**config.mk**
```make
export PLATFORM = sky130hd
export DESIGN_NAME = eptmr_top
export DESIGN_NICKNAME = d
export VERILOG_FILES = /design/src/eptmr_pkg.sv /design/src/eptmr_top.sv /design/src/eptmr_postscaler.sv
export VERILOG_INCLUDE_DIRS = /design/src
export SDC_FILE = /design/constraint.sdc
export NUM_CORES = 1
export LEC_CHECK = 0
export BUFFER_PORTS_ARGS = -buffer_cell sky130_fd_sc_hd__buf_2
export CAP_MARGIN = 20
export CORE_MARGIN = 8
export CORE_UTILIZATION = 45
export CTS_CLUSTER_DIAMETER = 150
export CTS_CLUSTER_SIZE = 30
export DETAILED_ROUTE_END_ITERATION = 6
export PLACE_DENSITY = 0.71
export SYNTH_ARGS = -nofsm -noshare
export SYNTH_HDL_FRONTEND = slang
export SYNTH_SLANG_ARGS = --single-unit
```
**constraint.sdc**
```tcl
create_clock -name clk -period 4.4 [get_ports clk]
set_input_delay 0.88 -clock clk [delete_from_list [all_inputs] [get_ports clk]]
set_output_delay 0.88 -clock clk [all_outputs]
set_load 0.02 [all_outputs]
```
**src/eptmr_regs.svh**
```systemverilog
// register offsets, field positions, reset values and timing counts of the period timer
// Notes on behaviour
// - timer ticks from system clock divided by four, then the prescaler
// - control bits 1-0 select prescale 1, 4, 16 or 64
// - count is compared with period each timer tick; equality gives match
// - after a match the count returns to zero on the next tick
// - control bits 6-3 divide matches by field value plus one
// - completing the postscale count sets the sticky match interrupt flag
// - match interrupt reaches the interrupt output only while its enable is set
// - count and period read/write; reset gives count 00 and period ff
// - prescaler and postscaler clear on count write, control write, any reset
// - control register writes leave the count unchanged
// - control bit 2 turns timer on; bit 7 reads zero
// - unscaled match pulse goes out as the pwm time base
// - match pulse selectable as serial port shift clock
// - during sleep only the divide-by-four counter runs; count and period hold
// - counter period is period value plus one timer ticks
`ifndef EPTMR_REGS_SVH
`define EPTMR_REGS_SVH

`define EPTMR_OFF_CONTROL   12'h000
`define EPTMR_OFF_COUNT     12'h004
`define EPTMR_OFF_PERIOD    12'h008
`define EPTMR_OFF_IRQ_FLAG  12'h00c
`define EPTMR_OFF_IRQ_EN    12'h010
`define EPTMR_OFF_SHIFT_SEL 12'h014

`define EPTMR_CKPS_LSB      0
`define EPTMR_ON_BIT        2
`define EPTMR_OUTPS_LSB     3
`define EPTMR_CONTROL_MASK  8'h7f
`define EPTMR_CONTROL_RST   8'h00
`define EPTMR_COUNT_RST     8'h00
`define EPTMR_PERIOD_RST    8'hff

`define EPTMR_INSTR_DIV     2'h3
`endif

```
**src/eptmr_pkg.sv**
```systemverilog
// types shared by the period timer files
package eptmr_pkg;
    typedef enum logic [1:0] {
        EPTMR_PRE_1,
        EPTMR_PRE_4,
        EPTMR_PRE_16,
        EPTMR_PRE_64
    } eptmr_prescale_type;
endpackage

```
**src/eptmr_top.sv**
```systemverilog
// eight bit period timer with prescaler, postscaler and apb registers
//
// Added by the designer: the APB register port and the register addresses.
`timescale 1ns/100ps
`include "eptmr_regs.svh"
module eptmr_top (
    input  wire logic        clk,
    input  wire logic        rst_n,
    input  wire logic        ce,
    input  wire logic        sleepMode,
    input  wire logic        psel,
    input  wire logic        penable,
    input  wire logic        pwrite,
    input  wire logic [11:0] paddr,
    input  wire logic [31:0] pwdata,
    input  wire logic [3:0]  pstrb,
    output logic      [31:0] prdata,
    output logic             pready,
    output logic             pslverr,
    output logic             pwmTimeBase,
    output logic             shiftClock,
    output logic             irq
);
    logic [7:0] control_r;
    logic [7:0] timerCount_r;
    logic [7:0] periodValue_r;
    logic       matchIrqFlag_r;
    logic       matchIrqEnable_r;
    logic       shiftSel_r;
    logic [1:0] instrDiv_r;
    logic [5:0] preCount_r;
    logic       sleepMeta_r;
    logic       sleepSync_r;
    logic       pwmTimeBase_r;
    logic       shiftClock_r;

    logic       wrAcc;
    logic       rdAcc;
    logic       addrOk;
    logic       wrControl;
    logic       wrCount;
    logic       clearScalers;
    logic       instrTick;
    logic       timerTick;
    logic       matchNow;
    logic       matchPulse;
    logic       postEvent;
    logic [5:0] preTop;
    logic       timerOn;
    logic       running;
    eptmr_pkg::eptmr_prescale_type prescaleSelect;
    logic [3:0] postscaleSelect;

    // apb: zero wait states, unmapped addresses answer with an error
    assign pready = 1'b1;
    assign addrOk = (paddr == `EPTMR_OFF_CONTROL) || (paddr == `EPTMR_OFF_COUNT)
                 || (paddr == `EPTMR_OFF_PERIOD) || (paddr == `EPTMR_OFF_IRQ_FLAG)
                 || (paddr == `EPTMR_OFF_IRQ_EN) || (paddr == `EPTMR_OFF_SHIFT_SEL);
    assign pslverr = psel && penable && !addrOk;
    assign wrAcc = psel && penable && pwrite && addrOk && pstrb[0];
    assign rdAcc = psel && penable && !pwrite && addrOk;
    assign wrControl = wrAcc && (paddr == `EPTMR_OFF_CONTROL);
    assign wrCount = wrAcc && (paddr == `EPTMR_OFF_COUNT);
    assign clearScalers = wrControl || wrCount;

    // sleep comes from another power domain, so it is synchronised first
    always_ff @(posedge clk or negedge rst_n) begin
        if (!rst_n) begin
            sleepMeta_r <= 1'b0;
            sleepSync_r <= 1'b0;
        end else if (ce) begin
            sleepMeta_r <= sleepMode;
            sleepSync_r <= sleepMeta_r;
        end
    end

    // field decode of the control register
    assign prescaleSelect = eptmr_pkg::eptmr_prescale_type'(control_r[`EPTMR_CKPS_LSB +: 2]);
    assign postscaleSelect = control_r[`EPTMR_OUTPS_LSB +: 4];
    assign timerOn = control_r[`EPTMR_ON_BIT];
    assign running = timerOn && !sleepSync_r;

    // instruction clock: one tick every fourth system clock
    always_ff @(posedge clk or negedge rst_n) begin
        if (!rst_n) begin
            instrDiv_r <= 2'h0;
        end else if (ce) begin
            instrDiv_r <= instrDiv_r + 2'h1;
        end
    end
    assign instrTick = (instrDiv_r == `EPTMR_INSTR_DIV);

    // prescale terminal value per selection
    always_comb begin
        case (prescaleSelect)
            eptmr_pkg::EPTMR_PRE_1:  preTop = 6'h00;
            eptmr_pkg::EPTMR_PRE_4:  preTop = 6'h03;
            eptmr_pkg::EPTMR_PRE_16: preTop = 6'h0f;
            eptmr_pkg::EPTMR_PRE_64: preTop = 6'h3f;
            default:                 preTop = 6'h00;
        endcase
    end
    assign timerTick = running && instrTick && (preCount_r >= preTop);

    // prescaler counter; held while off or asleep
    always_ff @(posedge clk or negedge rst_n) begin
        if (!rst_n) begin
            preCount_r <= 6'h00;
        end else if (ce) begin
            if (clearScalers) begin
                preCount_r <= 6'h00;
            end else if (running && instrTick) begin
                preCount_r <= timerTick ? 6'h00 : preCount_r + 6'h01;
            end
        end
    end

    // compare is evaluated on the tick so the match is one clock wide
    assign matchNow = (timerCount_r == periodValue_r);
    assign matchPulse = timerTick && matchNow && !clearScalers;

    // count register; a control write does not touch it
    always_ff @(posedge clk or negedge rst_n) begin
        if (!rst_n) begin
            timerCount_r <= `EPTMR_COUNT_RST;
        end else if (ce) begin
            if (wrCount) begin
                timerCount_r <= pwdata[7:0];
            end else if (timerTick && !wrControl) begin
                // equality returns to zero, giving period value plus one ticks
                timerCount_r <= matchNow ? 8'h00 : timerCount_r + 8'h01;
            end
        end
    end

    // period and control registers
    always_ff @(posedge clk or negedge rst_n) begin
        if (!rst_n) begin
            periodValue_r <= `EPTMR_PERIOD_RST;
            control_r <= `EPTMR_CONTROL_RST;
        end else if (ce) begin
            if (wrAcc && (paddr == `EPTMR_OFF_PERIOD)) begin
                periodValue_r <= pwdata[7:0];
            end
            if (wrControl) begin
                control_r <= pwdata[7:0] & `EPTMR_CONTROL_MASK;
            end
        end
    end

    eptmr_postscaler u_post (
        .clk             (clk),
        .rst_n           (rst_n),
        .ce              (ce),
        .clear           (clearScalers),
        .matchPulse      (matchPulse),
        .postscaleSelect (postscaleSelect),
        .eventPulse      (postEvent)
    );

    // sticky flag: a new event wins over a write-one-to-clear
    always_ff @(posedge clk or negedge rst_n) begin
        if (!rst_n) begin
            matchIrqFlag_r <= 1'b0;
        end else if (ce) begin
            if (postEvent) begin
                matchIrqFlag_r <= 1'b1;
            end else if (wrAcc && (paddr == `EPTMR_OFF_IRQ_FLAG) && pwdata[0]) begin
                matchIrqFlag_r <= 1'b0;
            end
        end
    end

    // enable and shift clock select bits
    always_ff @(posedge clk or negedge rst_n) begin
        if (!rst_n) begin
            matchIrqEnable_r <= 1'b0;
            shiftSel_r <= 1'b0;
        end else if (ce) begin
            if (wrAcc && (paddr == `EPTMR_OFF_IRQ_EN)) begin
                matchIrqEnable_r <= pwdata[0];
            end
            if (wrAcc && (paddr == `EPTMR_OFF_SHIFT_SEL)) begin
                shiftSel_r <= pwdata[0];
            end
        end
    end
    assign irq = matchIrqFlag_r && matchIrqEnable_r;

    // registered match outputs for the pwm units and serial port
    always_ff @(posedge clk or negedge rst_n) begin
        if (!rst_n) begin
            pwmTimeBase_r <= 1'b0;
            shiftClock_r <= 1'b0;
        end else if (ce) begin
            pwmTimeBase_r <= matchPulse;
            shiftClock_r <= matchPulse && shiftSel_r;
        end
    end
    assign pwmTimeBase = pwmTimeBase_r;
    assign shiftClock = shiftClock_r;

    // read data is registered during the setup phase for a clean access phase
    always_ff @(posedge clk or negedge rst_n) begin
        if (!rst_n) begin
            prdata <= 32'h0000_0000;
        end else if (ce) begin
            if (psel && !penable && !pwrite) begin
                case (paddr)
                    `EPTMR_OFF_CONTROL:   prdata <= {24'h000000, control_r};
                    `EPTMR_OFF_COUNT:     prdata <= {24'h000000, timerCount_r};
                    `EPTMR_OFF_PERIOD:    prdata <= {24'h000000, periodValue_r};
                    `EPTMR_OFF_IRQ_FLAG:  prdata <= {31'h00000000, matchIrqFlag_r};
                    `EPTMR_OFF_IRQ_EN:    prdata <= {31'h00000000, matchIrqEnable_r};
                    `EPTMR_OFF_SHIFT_SEL: prdata <= {31'h00000000, shiftSel_r};
                    default:              prdata <= 32'h0000_0000;
                endcase
            end
        end
    end
endmodule

```
**src/eptmr_postscaler.sv**
```systemverilog
// postscaler counting match pulses into interrupt events
`timescale 1ns/100ps
module eptmr_postscaler (
    input  wire logic       clk,
    input  wire logic       rst_n,
    input  wire logic       ce,
    input  wire logic       clear,
    input  wire logic       matchPulse,
    input  wire logic [3:0] postscaleSelect,
    output logic            eventPulse
);
    logic [3:0] postCount_r;

    // event fires on the last match of the chosen group
    assign eventPulse = matchPulse && (postCount_r == postscaleSelect);

    // count restarts on clear so the first group is always full length
    always_ff @(posedge clk or negedge rst_n) begin
        if (!rst_n) begin
            postCount_r <= 4'h0;
        end else if (ce) begin
            if (clear) begin
                postCount_r <= 4'h0;
            end else if (eventPulse) begin
                postCount_r <= 4'h0;
            end else if (matchPulse) begin
                postCount_r <= postCount_r + 4'h1;
            end
        end
    end
endmodule

```
---- Word-level counts from Yosys, hierarchy flattened ----
Index checks and enable logic that the tools add are counted.
operators by class
  add/sub/neg operators ................... 4
  $mul .................................... 0
  div/mod/pow operators ................... 0
  magnitude comparators ................... 1
  equality and inequality tests ........... 11
  shift-type cells ........................ 0
  mux-type cells .......................... 13
  bitwise operators ....................... 0
  reductions and logical operators ........ 50
operators with widths
  operator             count
  $pmux 8 s6           1
  $eq 12x4->1 const B  2
  $eq 12x5->1 const B  2
  $mux 8               3
  $pmux 6 s4           1
  $logic_and 1x1->1    23
  $mux 6               3
  $reduce_and 2->1     9
  $eq 12x3->1 const B  1
  $logic_not 12->1     1
  $mux 4               3
  $add 8x1->8 const B  1
  $eq 8x8->1           1
  $add 6x1->6 const B  1
  $eq 2x2->1 const B   3
  $ge 6x6->1           1
  $logic_not 1->1      6
  $logic_or 1x1->1     6
  $reduce_bool 2->1    3
  $add 4x1->4 const B  1
  $eq 4x4->1           1
  $reduce_bool 3->1    1
  $add 2x1->2 const B  1
  $eq 2x1->1 const B   1
  other kinds (2)      3
storage, ports and cells
  flip-flop bits (word level) ............. 74
  latch bits .............................. 0
  RAM bits ................................ 0
  bits in read-only memories .............. 0
  input port bits ......................... 55
  output and inout port bits .............. 37
  logic and storage cells ................. 93
  memories ................................ 0

---- Depth between registers and ports, before layout ----
Gate-level depths: netlist of run 1.
  depth in word-level cells ............... 15
  depth in mapped cells ................... 10

---- Cells and area by module ----
A second synthesis of run 1 with hierarchy kept.
second synthesis, totals
  cell total of the unflattened synthesis .. 311
  area total of the unflattened synthesis .. 3128.0 sq um
modules (own cells, without submodules)
  module            times used  cells each  area each (sq um)
  eptmr_top         1           284         2857.7
  eptmr_postscaler  1           27          270.3

---- Worst setup path before layout of run 1 ----
Ideal clock, no wire load.
  path kind ............................... input to output
  from .................................... in paddr[9]
  to ...................................... out pslverr
  data arrival time ....................... 1.747 ns
  slack ................................... 1.773 ns
  cell stages on the path ................. 4
  path through ............................ nor4_2 -> nand3_2 -> a21o_1 -> and3_1
on the way
  cells in the longest elaborated chain, start to end .. 8
  elaborated cells on any way between the ends .. 13
  those cells by class .................... eq/ne (5); reduce/logical (8)
RTL lines
  element                                                 RTL line         RTL
  start, declared                                         eptmr_top.sv:14  input wire logic [11:0] paddr,
  $eq 12x3->1 / $logic_not 12->1 (equally long branches)  --
  $logic_or 1x1->1 (4 in a row)                           eptmr_top.sv:56  assign addrOk = (paddr == `EPTMR_OFF_CONTROL) || (paddr == `EPTMR_OFF_COUNT)
  $logic_or 1x1->1 (*)                                    eptmr_top.sv:56
  $logic_not 1->1 (*)                                     eptmr_top.sv:59  assign pslverr = psel && penable && !addrOk;
  $logic_and 1x1->1 (*)                                   eptmr_top.sv:59
  end, declared                                           eptmr_top.sv:19  output logic pslverr,
Mark *: on every way between the ends. The rest lies on a longest branch, timed or not.

---- Final worst setup path of run 1 ----
Ends and elaborated chain as after synthesis.

==> results of run 1 <==
## report_power, final
part	switching [mW]	internal [mW]	leakage [nW]
combinational	0.0607	0.0287	0.889
sequential	0.00696	0.472	0.660
clock	0.159	0.112	0.0441
## layout make-up
type	count	area [um^2]
inverter	11	41.29
tap	80	100.1
fill	617	3362
timing repair buffer	40	202.7
clock buffer	5	68.82
clock inverter	3	21.27
multi-input combinational	240	1662
sequential	50	1261
## final timing paths
path,from,endpoint,slack [ps]
worst min-delay path,instrDiv_r[0],instrDiv_r[0],480
worst min register to register,instrDiv_r[0],instrDiv_r[0],480
max in group asynchronous,rst_n,u_post.postCount_r[3],3300
worst max-delay path,paddr[9],pslverr,1380
min in group asynchronous,rst_n,shiftClock,660
worst max register to register,control_r[1],preCount_r[2],1820
## worst max-delay path, cell delays in order
cell and delay (ps):
buf_2 100, nor4_2 390, nand3_2 230, a21o_1 220, and3_1 170, buf_2 150
## cells in the mapped netlist, drive strengths merged (4+ instances only)
library cell / number
nor3: 5
a21o: 4
nor2: 6
dfstp: 8
nand2b: 4
inv: 11
xnor2: 8
and3: 7
nand4: 4
ha: 10
mux2: 20
buf: 29
a22o: 9
dfrtp: 42
o21ai: 25
clkbuf: 4
and2: 4
mux2i: 7
nand3: 12
xor2: 6
nor2b: 6
a21oi: 4
nand2: 30
nor4: 4
## state kept, by name (all words and copies together), names as in the netlist
signal and flops:
preCount_r 6, instrDiv_r 2, sleepSync_r 1, shiftClock 1, pwmTimeBase 1, control_r 7, periodValue_r 8, matchIrqFlag_r 1
timerCount_r 8, prdata 8, shiftSel_r 1, matchIrqEnable_r 1, sleepMeta_r 1, u_post.postCount_r 4
## metal layers
metal / vias up / wire length [um] / global-route usage
met4: 0 / 87 / 0.04604
met3: 6 / 381 / 0.02748
met2: 69 / 3443 / 0.2422
li1: 1156 / - / -
met5: - / 0 / 0
met1: 1170 / 3215 / 0.1871
## cell usage in the layout, fill, tap and decap left out, drive strengths merged, types with 3 or more instances in the layout
master,netlist,final
o31ai,3,3
nand2b,4,4
mux2,20,20
nand4,4,4
a211oi,3,3
and3,7,7
a21oi,4,4
xnor2,8,8
dfrtp,42,42
conb,2,25
nor3,5,5
nor4,4,4
o2bb2ai,3,3
ha,10,10
nand3,12,12
and2,4,4
nand2,30,30
o22ai,3,3
buf,29,40
dfstp,8,8
mux2i,7,7
a22o,9,9
nor2,6,6
clkbuf,4,5
o21ai,25,25
nor2b,6,6
a22oi,3,3
a21o,4,4
xor2,6,6
inv,11,11
## cell families after synthesis
group / share of synthesized area
compound gates: 0.1575
xor+xnor: 0.03956
fa+ha+maj: 0.04037
buf+inv: 0.08478
flops: 0.4069
mux: 0.1025
other cells: 0.002423
simple gates: 0.1659
## per-stage QoR
| stage | util | std cells | setup slack, ps |
|---|---|---|---|
| after floorplan | - | 334 | 1773 |
| after global placement | 0.4862 | 421 | 1398 |
| after detailed placement | 0.4862 | 421 | 1395 |
| after CTS | 0.4996 | 429 | 1391 |
| after global routing | 0.4996 | 429 | 1293 |
| final | 0.4996 | 429 | 1381 |
==> results.toml, run 1 <==
[status]
status = "finished, final reports clean"

[critical_path]
arrival_ps = 2140
startpoint_type = "input pin"
cp_data_required_time_ps = 3520
end_kind = "output pin"
worstPathMaxFanout = 7
reg2regPathDepth = 8
path_class = "input pin to output pin"

[sta]
fmax_ghz = 0.3312
whs_ps = 478.4
setup-violations-final = 0
drv_slew = 0
worst_pin_slew_ps = 768.2
hold_viol_final = 0
fin_setup_tns_ps = 0
finClkSkew_ps = 9.307
rsz0062_at_grt = "no"
slew_headroom = 0.4839
min_period_ps = 3019
min_period_over_period = 0.6861

[synthesis]
synth.top_cell.area_share = 0.3391
ys.flop_type = "dfrtp_1"
synth_edf_count = 0
avgSynthCellArea_um2 = 9.965
yosysWarningCount = 0
ys_seq_area_frac = 0.4069
async_flop_share = 1.000
ys_types = 56
ys_top_cells_by_area = "dfrtp_1, mux2_2, dfstp_2, buf_4, ha_1"
yosysTopAreaCell = "dfrtp_1"
syn_area_um2 = 3099
ys_ff_latch = 50
synth_cells = 311

[power_and_ir_drop]
pwr_density_cell_nw_per_um2 = 249.8
peakVddDrop_mv = 0.1300
leakage_nw = 1.594
total_power_mw = 0.8386

[hold_path]
hold_path.class = "flop to flop"
hold_depth = 1

[drt]
drt-wirelength-per-cell_um = 16.61
ant_nets = 0
vias = 2401
firstDrtPassIters = 5
postRouteWirelength_um = 7127
routed_via_density = 5.597
drtIter0Drc = 205
drc_errors = 0

[die]
die_w_um = 98.99
core_area_um2 = 6719
die_area_um2 = 9799
row_count = 30
pin_count = 92
die_h_um = 98.99
initial_core_util = 0.4613

[final_layout]
final_cell_area_um2 = 3357
antenna_cells = 0
area_growth_pct = 8.317
nets = 413
layout-drive-gt1-share = 0.2436

[cts]
cts_buffer_depth = 2
cts_tree = "built"
insertion_delay_ps = 310
cts.clk_slew.worst_paths_ps = 90
cts.sinks = 50
post_cts_buffers = 0
numCtsBuffers = 5
h-tree-depth = 2
cts_hold_buffers = 0
ctsRootBufferMaster = "clkbuf_8"
cts_resized = 0

[placed_design]
place_area_um2 = 3267
gp_congestion = 0.8810
port_buffers = 39
dpl.hpwl_um = 5406

[grt]
grt_pass1_wl_um = 11660
grt_antenna_before_repair = 0
grt_pass1_vias = 2365
grt-ovfl-total = 0
grt_max_degree = 51
grt.total_usage = 0.1463

[flow_run]
cap_violations = 0
Note: power is estimated with default switching activity, not from simulation.
==> run 2, diff against run 1 <==
--- a/config.mk
+++ b/config.mk
@@ -13,7 +13,7 @@
 export CTS_CLUSTER_DIAMETER = 150
 export CTS_CLUSTER_SIZE = 30
 export DETAILED_ROUTE_END_ITERATION = 6
-export PLACE_DENSITY = 0.71
+export PLACE_DENSITY = 0.74
 export SYNTH_ARGS = -nofsm -noshare
 export SYNTH_HDL_FRONTEND = slang
 export SYNTH_SLANG_ARGS = --single-unit
==> constraint.sdc (replaced) <==
create_clock -name clk -period 2.7 [get_ports clk]
set_input_delay 0.54 -clock clk [delete_from_list [all_inputs] [get_ports clk]]
set_output_delay 0.54 -clock clk [all_outputs]
set_load 0.02 [all_outputs]
==> results.toml, run 2 (synthesized netlist as in run 1, its figures left out) <==
[sta]
hold_viol_final = 0
min_period_ps = 2561
finClkSkew_ps = 7.101
setup-violations-final = 0
worst_pin_slew_ps = 534.2
whs_ps = 200.7
drv_slew = 0
min_period_over_period = 0.9485
slew_headroom = 0.6439
fmax_ghz = 0.3905

[grt]
grt-ovfl-total = 0
grt_pass1_wl_um = 12140
grt_max_degree = 22
grt_pass1_vias = 2470
grt_antenna_before_repair = 0
grt.total_usage = 0.1543

[critical_path]
cp_data_required_time_ps = 2910
arrival_ps = 2770
end_kind = "flop"
worstPathMaxFanout = 7
startpoint_type = "flop"
path_class = "flop to flop"

[final_layout]
final_common_cell = "dfrtp_1"
final_cell_area_um2 = 3445
nets = 424
post-route-util = 0.5127
layout_common_cells = "dfrtp_1, buf_2, nand2_1, conb_1, o21ai_0"
antenna_cells = 0
top_regs = "periodValue_r (8), prdata (8), timerCount_r (8)"
area_growth_pct = 11.14
layout-drive-gt1-share = 0.2694

[drt]
drt-wirelength-per-cell_um = 17.01
drc_errors = 0
postRouteWirelength_um = 7485
met2_length_um = 3624
top_layer = "met4"
ant_nets = 0
routed_via_density = 5.648
wl_met1_um = 3272
firstDrtPassIters = 4
drtIter0Drc = 158
met3WireLength_um = 484
vias = 2485

[cts]
cts.sinks = 50
post_cts_buffers = 0
numCtsBuffers = 5
cts.clk_slew.worst_paths_ps = 100
cts_tree = "built"
cts_buffer_depth = 2
h-tree-depth = 2
cts_hold_buffers = 0
ctsRootBufferMaster = "clkbuf_8"
insertion_delay_ps = 310

[die]
row_count = 30
pin_count = 92
die_h_um = 98.99
core_area_um2 = 6719
die_area_um2 = 9799
die_w_um = 98.99
initial_core_util = 0.4613

[placed_design]
gp_congestion = 0.8656
port_buffers = 39
dpl.hpwl_um = 5797
place_area_um2 = 3349

[power_and_ir_drop]
leakage_nw = 1.649
seq_power_share = 0.566
cell_internal_pwr_mw = 1.003
total_power_mw = 1.379
p_sw_mw = 0.3756
pwr_density_cell_nw_per_um2 = 400.3
swShare = 0.2723
clkPwrFrac = 0.323
peakVddDrop_mv = 0.1902
pwr-share-comb = 0.111

[hold_path]
hold_path.class = "input pin to async pin"

[status]
status = "finished, final reports clean"

[flow_run]
cap_violations = 0
==> run 2: cell count changes in the layout (fill, tap and decap cells not counted) <==
cell,previous run,this run
buf_4,1,12
or3_1,2,1
or3_4,0,1
==> run 2: final timing paths <==
kind | depth (start not counted) | slack (ps) | to | start
worst max-delay path | 7 | 140 | preCount_r[3] | control_r[1]
worst min-delay path | 1 | 200 | sleepMeta_r | rst_n
worst max register to register | 7 | 140 | preCount_r[3] | control_r[1]
worst min register to register | 1 | 490 | instrDiv_r[0] | instrDiv_r[0]
max in group asynchronous | 2 | 1840 | periodValue_r[6] | rst_n
min in group clk | 2 | 470 | sleepMeta_r | sleepMode
==> run 2: worst max-delay path, stage by stage (launching register included) <==
cell      delay, ps
dfrtp_1         430
nand2_1         100
ha_1            290
and2_1          170
a221oi_1        420
o21ai_0         290
or3_4           470
o31ai_1         290
==> run 2: area by class of cell <==
class                      instances  area [um^2]
timing repair buffer              51        285.3
multi-input combinational        240         1667
clock inverter                     3        21.27
clock buffer                       5        68.82
fill                             625         3274
sequential                        50         1261
tap                               80        100.1
inverter                          11        41.29
==> run 2: power by group through the flow <==
stage | Clock, mW | Sequential, mW | Combinational [mW]
final | 0.445 | 0.781 | 0.153
after CTS | 0.451 | 0.781 | 0.153
after global placement | 0 | 0.794 | 0.147
after global routing | 0.486 | 0.783 | 0.170
after floorplan | 0 | 0.792 | 0.114
after detailed placement | 0 | 0.795 | 0.152
==> run 2: layer usage <==
metal / vias up / track usage
met5: - / 0
met4: 0 / 0.05313
met3: 11 / 0.03805
met2: 77 / 0.2620
met1: 1214 / 0.1850
li1: 1183 / -
==> run 2: repair_timing <==
item / in CTS / in global routing
endpoints found under the setup margin: 0 / 1
resized for setup: 0 / 1
endpoints found under the hold margin: 0 / 0
==> run 2: metrics by stage <==
step	setup TNS, ps	worst slack (ps)	std cells
4_1_cts	0	146.7	440
3_5_place_dp	0	158.6	432
5_1_grt	-23.81	-23.81	440
6_report	0	139.1	440
3_3_place_gp	0	140.7	432
2_1_floorplan	0	426.6	334
==> run 3, diff against run 2 <==
--- a/config.mk
+++ b/config.mk
@@ -10,6 +10,7 @@
 export CAP_MARGIN = 20
 export CORE_MARGIN = 8
 export CORE_UTILIZATION = 45
+export CTS_BUF_LIST = sky130_fd_sc_hd__clkbuf_4
 export CTS_CLUSTER_DIAMETER = 150
 export CTS_CLUSTER_SIZE = 30
 export DETAILED_ROUTE_END_ITERATION = 6
==> results.toml, run 3 (synthesized netlist as in run 1, its figures left out) <==
[cts]
cts.clk_slew.worst_paths_ps = 150
insertion_delay_ps = 370
cts_tree = "built"
cts_hold_buffers = 0
h-tree-depth = 2
cts.sinks = 50
numCtsBuffers = 5
cts_buffer_depth = 2
ctsRootBufferMaster = "clkbuf_4"

[die]
core_area_um2 = 6719
pin_count = 92
die_area_um2 = 9799
initial_core_util = 0.4613
die_w_um = 98.99
row_count = 30
die_h_um = 98.99

[critical_path]
worstPathMaxFanout = 7
end_kind = "flop"
crit_family = "compound AO/OA/AOI/OAI gates"
arrival_ps = 2840
cp_data_required_time_ps = 2980
reg2regPathDepth = 7
crit_chain = "nand2_1 > ha_1 > and2_1 > a221oi_1 > o21ai_0 > or3_4 > o31ai_1"
regToRegEndpoint = "preCount_r[3]"
rrSetupSlack_ps = 140
max_stage_delay_ps = 480
crit_buf_inv = 0
startpoint_type = "flop"
reg2reg_from = "control_r[1]"
cp_slowest_cell = "or3_4"
path_class = "flop to flop"

[placed_design]
gp_congestion = 0.8656
dpl.hpwl_um = 5797
place_ws_ps = 158.6
port_buffers = 39
place_area_um2 = 3349

[drt]
firstDrtPassIters = 4
vias = 2499
ant_nets = 0
routed_via_density = 5.680
postRouteWirelength_um = 7492
drtIter0Drc = 174
drt-wirelength-per-cell_um = 17.03
drc_errors = 0

[final_layout]
area_growth_pct = 10.13
layout_common_cells = "dfrtp_1, buf_2, nand2_1, conb_1, o21ai_0"
nets = 424
top_regs = "periodValue_r (8), prdata (8), timerCount_r (8)"
final_cell_area_um2 = 3413
antenna_cells = 0
layout-drive-gt1-share = 0.2694
final_common_cell = "dfrtp_1"

[flow_run]
cap_violations = 0

[grt]
grtUsageMet3 = 0.03594
grt-ovfl-total = 0
grt_pass1_vias = 2471
grt.busiest_layer = "met2"
grt_max_degree = 22
use_met2 = 0.2620
grt_antenna_before_repair = 0
met1_usage = 0.1867
grt.total_usage = 0.1540
grt_pass1_wl_um = 12150

[status]
status = "finished, final reports clean"

[power_and_ir_drop]
swShare = 0.2819
cell_internal_pwr_mw = 0.9233
p_sw_mw = 0.3624
peakVddDrop_mv = 0.1583
pwr-share-comb = 0.119
clkPwrFrac = 0.274
leakage_nw = 1.636
pwr_density_cell_nw_per_um2 = 376.7
seq_power_share = 0.608

[sta]
setup_ws_ps = 142.3
slew_headroom = 0.6492
min_period_over_period = 0.9473
worst_pin_slew_ps = 526.1
finClkSkew_ps = 12.28
fmax_ghz = 0.3910
hold_viol_final = 0
min_period_ps = 2558
drv_slew = 0
setup-violations-final = 0

[hold_path]
hold_path.class = "input pin to async pin"
==> run 3: per-layer routing <==
| layer | vias to the layer above | wire, um | part of all wire |
|---|---|---|---|
| li1 | 1185 | - | - |
| met1 | 1216 | 3243 | 0.43 |
| met2 | 87 | 3581 | 0.48 |
| met3 | 11 | 557 | 0.074 |
| met4 | 0 | 110 | 0.015 |
| met5 | - | 0 | 0 |
==> run 3: what timing repair did <==
| action | 4_1_cts | 5_1_grt |
|---|---|---|
| buffers inserted | 0 | 0 |
| setup endpoints to repair | 0 | 1 |
| resized for setup | 0 | 1 |
==> run 3: worst max path at each step <==
| stage | start | slack, ps | to | depth (start not counted) |
|---|---|---|---|---|
| after global placement | paddr[5] | 140 | timerCount_r[2] | 6 |
| after CTS | control_r[1] | 130 | preCount_r[3] | 7 |
| after floorplan | control_r[0] | 430 | preCount_r[2] | 9 |
| final | control_r[1] | 140 | preCount_r[3] | 7 |
| after detailed placement | paddr[9] | 160 | timerCount_r[2] | 6 |
| after global routing | control_r[1] | -30 | preCount_r[3] | 7 |
==> run 3: per-stage QoR <==
step | total power [mW] | instances | setup TNS, ps | util | hold WS (ps)
2_1_floorplan | 0.9068 | 334 | 0 | - | 244.4
3_3_place_gp | 0.9411 | 432 | 0 | 0.4985 | 461.0
3_5_place_dp | 0.9475 | 432 | 0 | 0.4985 | 469.6
4_1_cts | 1.293 | 440 | 0 | 0.5073 | 134.2
5_1_grt | 1.345 | 440 | -28.37 | 0.5080 | 129.3
6_report | 1.286 | 440 | 0 | 0.5080 | 122.3
==> run 3: layout make-up <==
cell class	count	area [um^2]
sequential	50	1261
tap	80	100.1
clock inverter	3	21.27
timing repair buffer	51	285.3
multi-input combinational	240	1667
fill	628	3306
inverter	11	41.29
clock buffer	5	37.54
==> run 3: power by group through the flow <==
stage	Sequential [mW]	Clock (mW)	Combinational, mW
2_1_floorplan	0.792	0	0.114
3_3_place_gp	0.794	0	0.147
3_5_place_dp	0.795	0	0.152
4_1_cts	0.781	0.358	0.153
5_1_grt	0.783	0.391	0.170
6_report	0.781	0.352	0.153
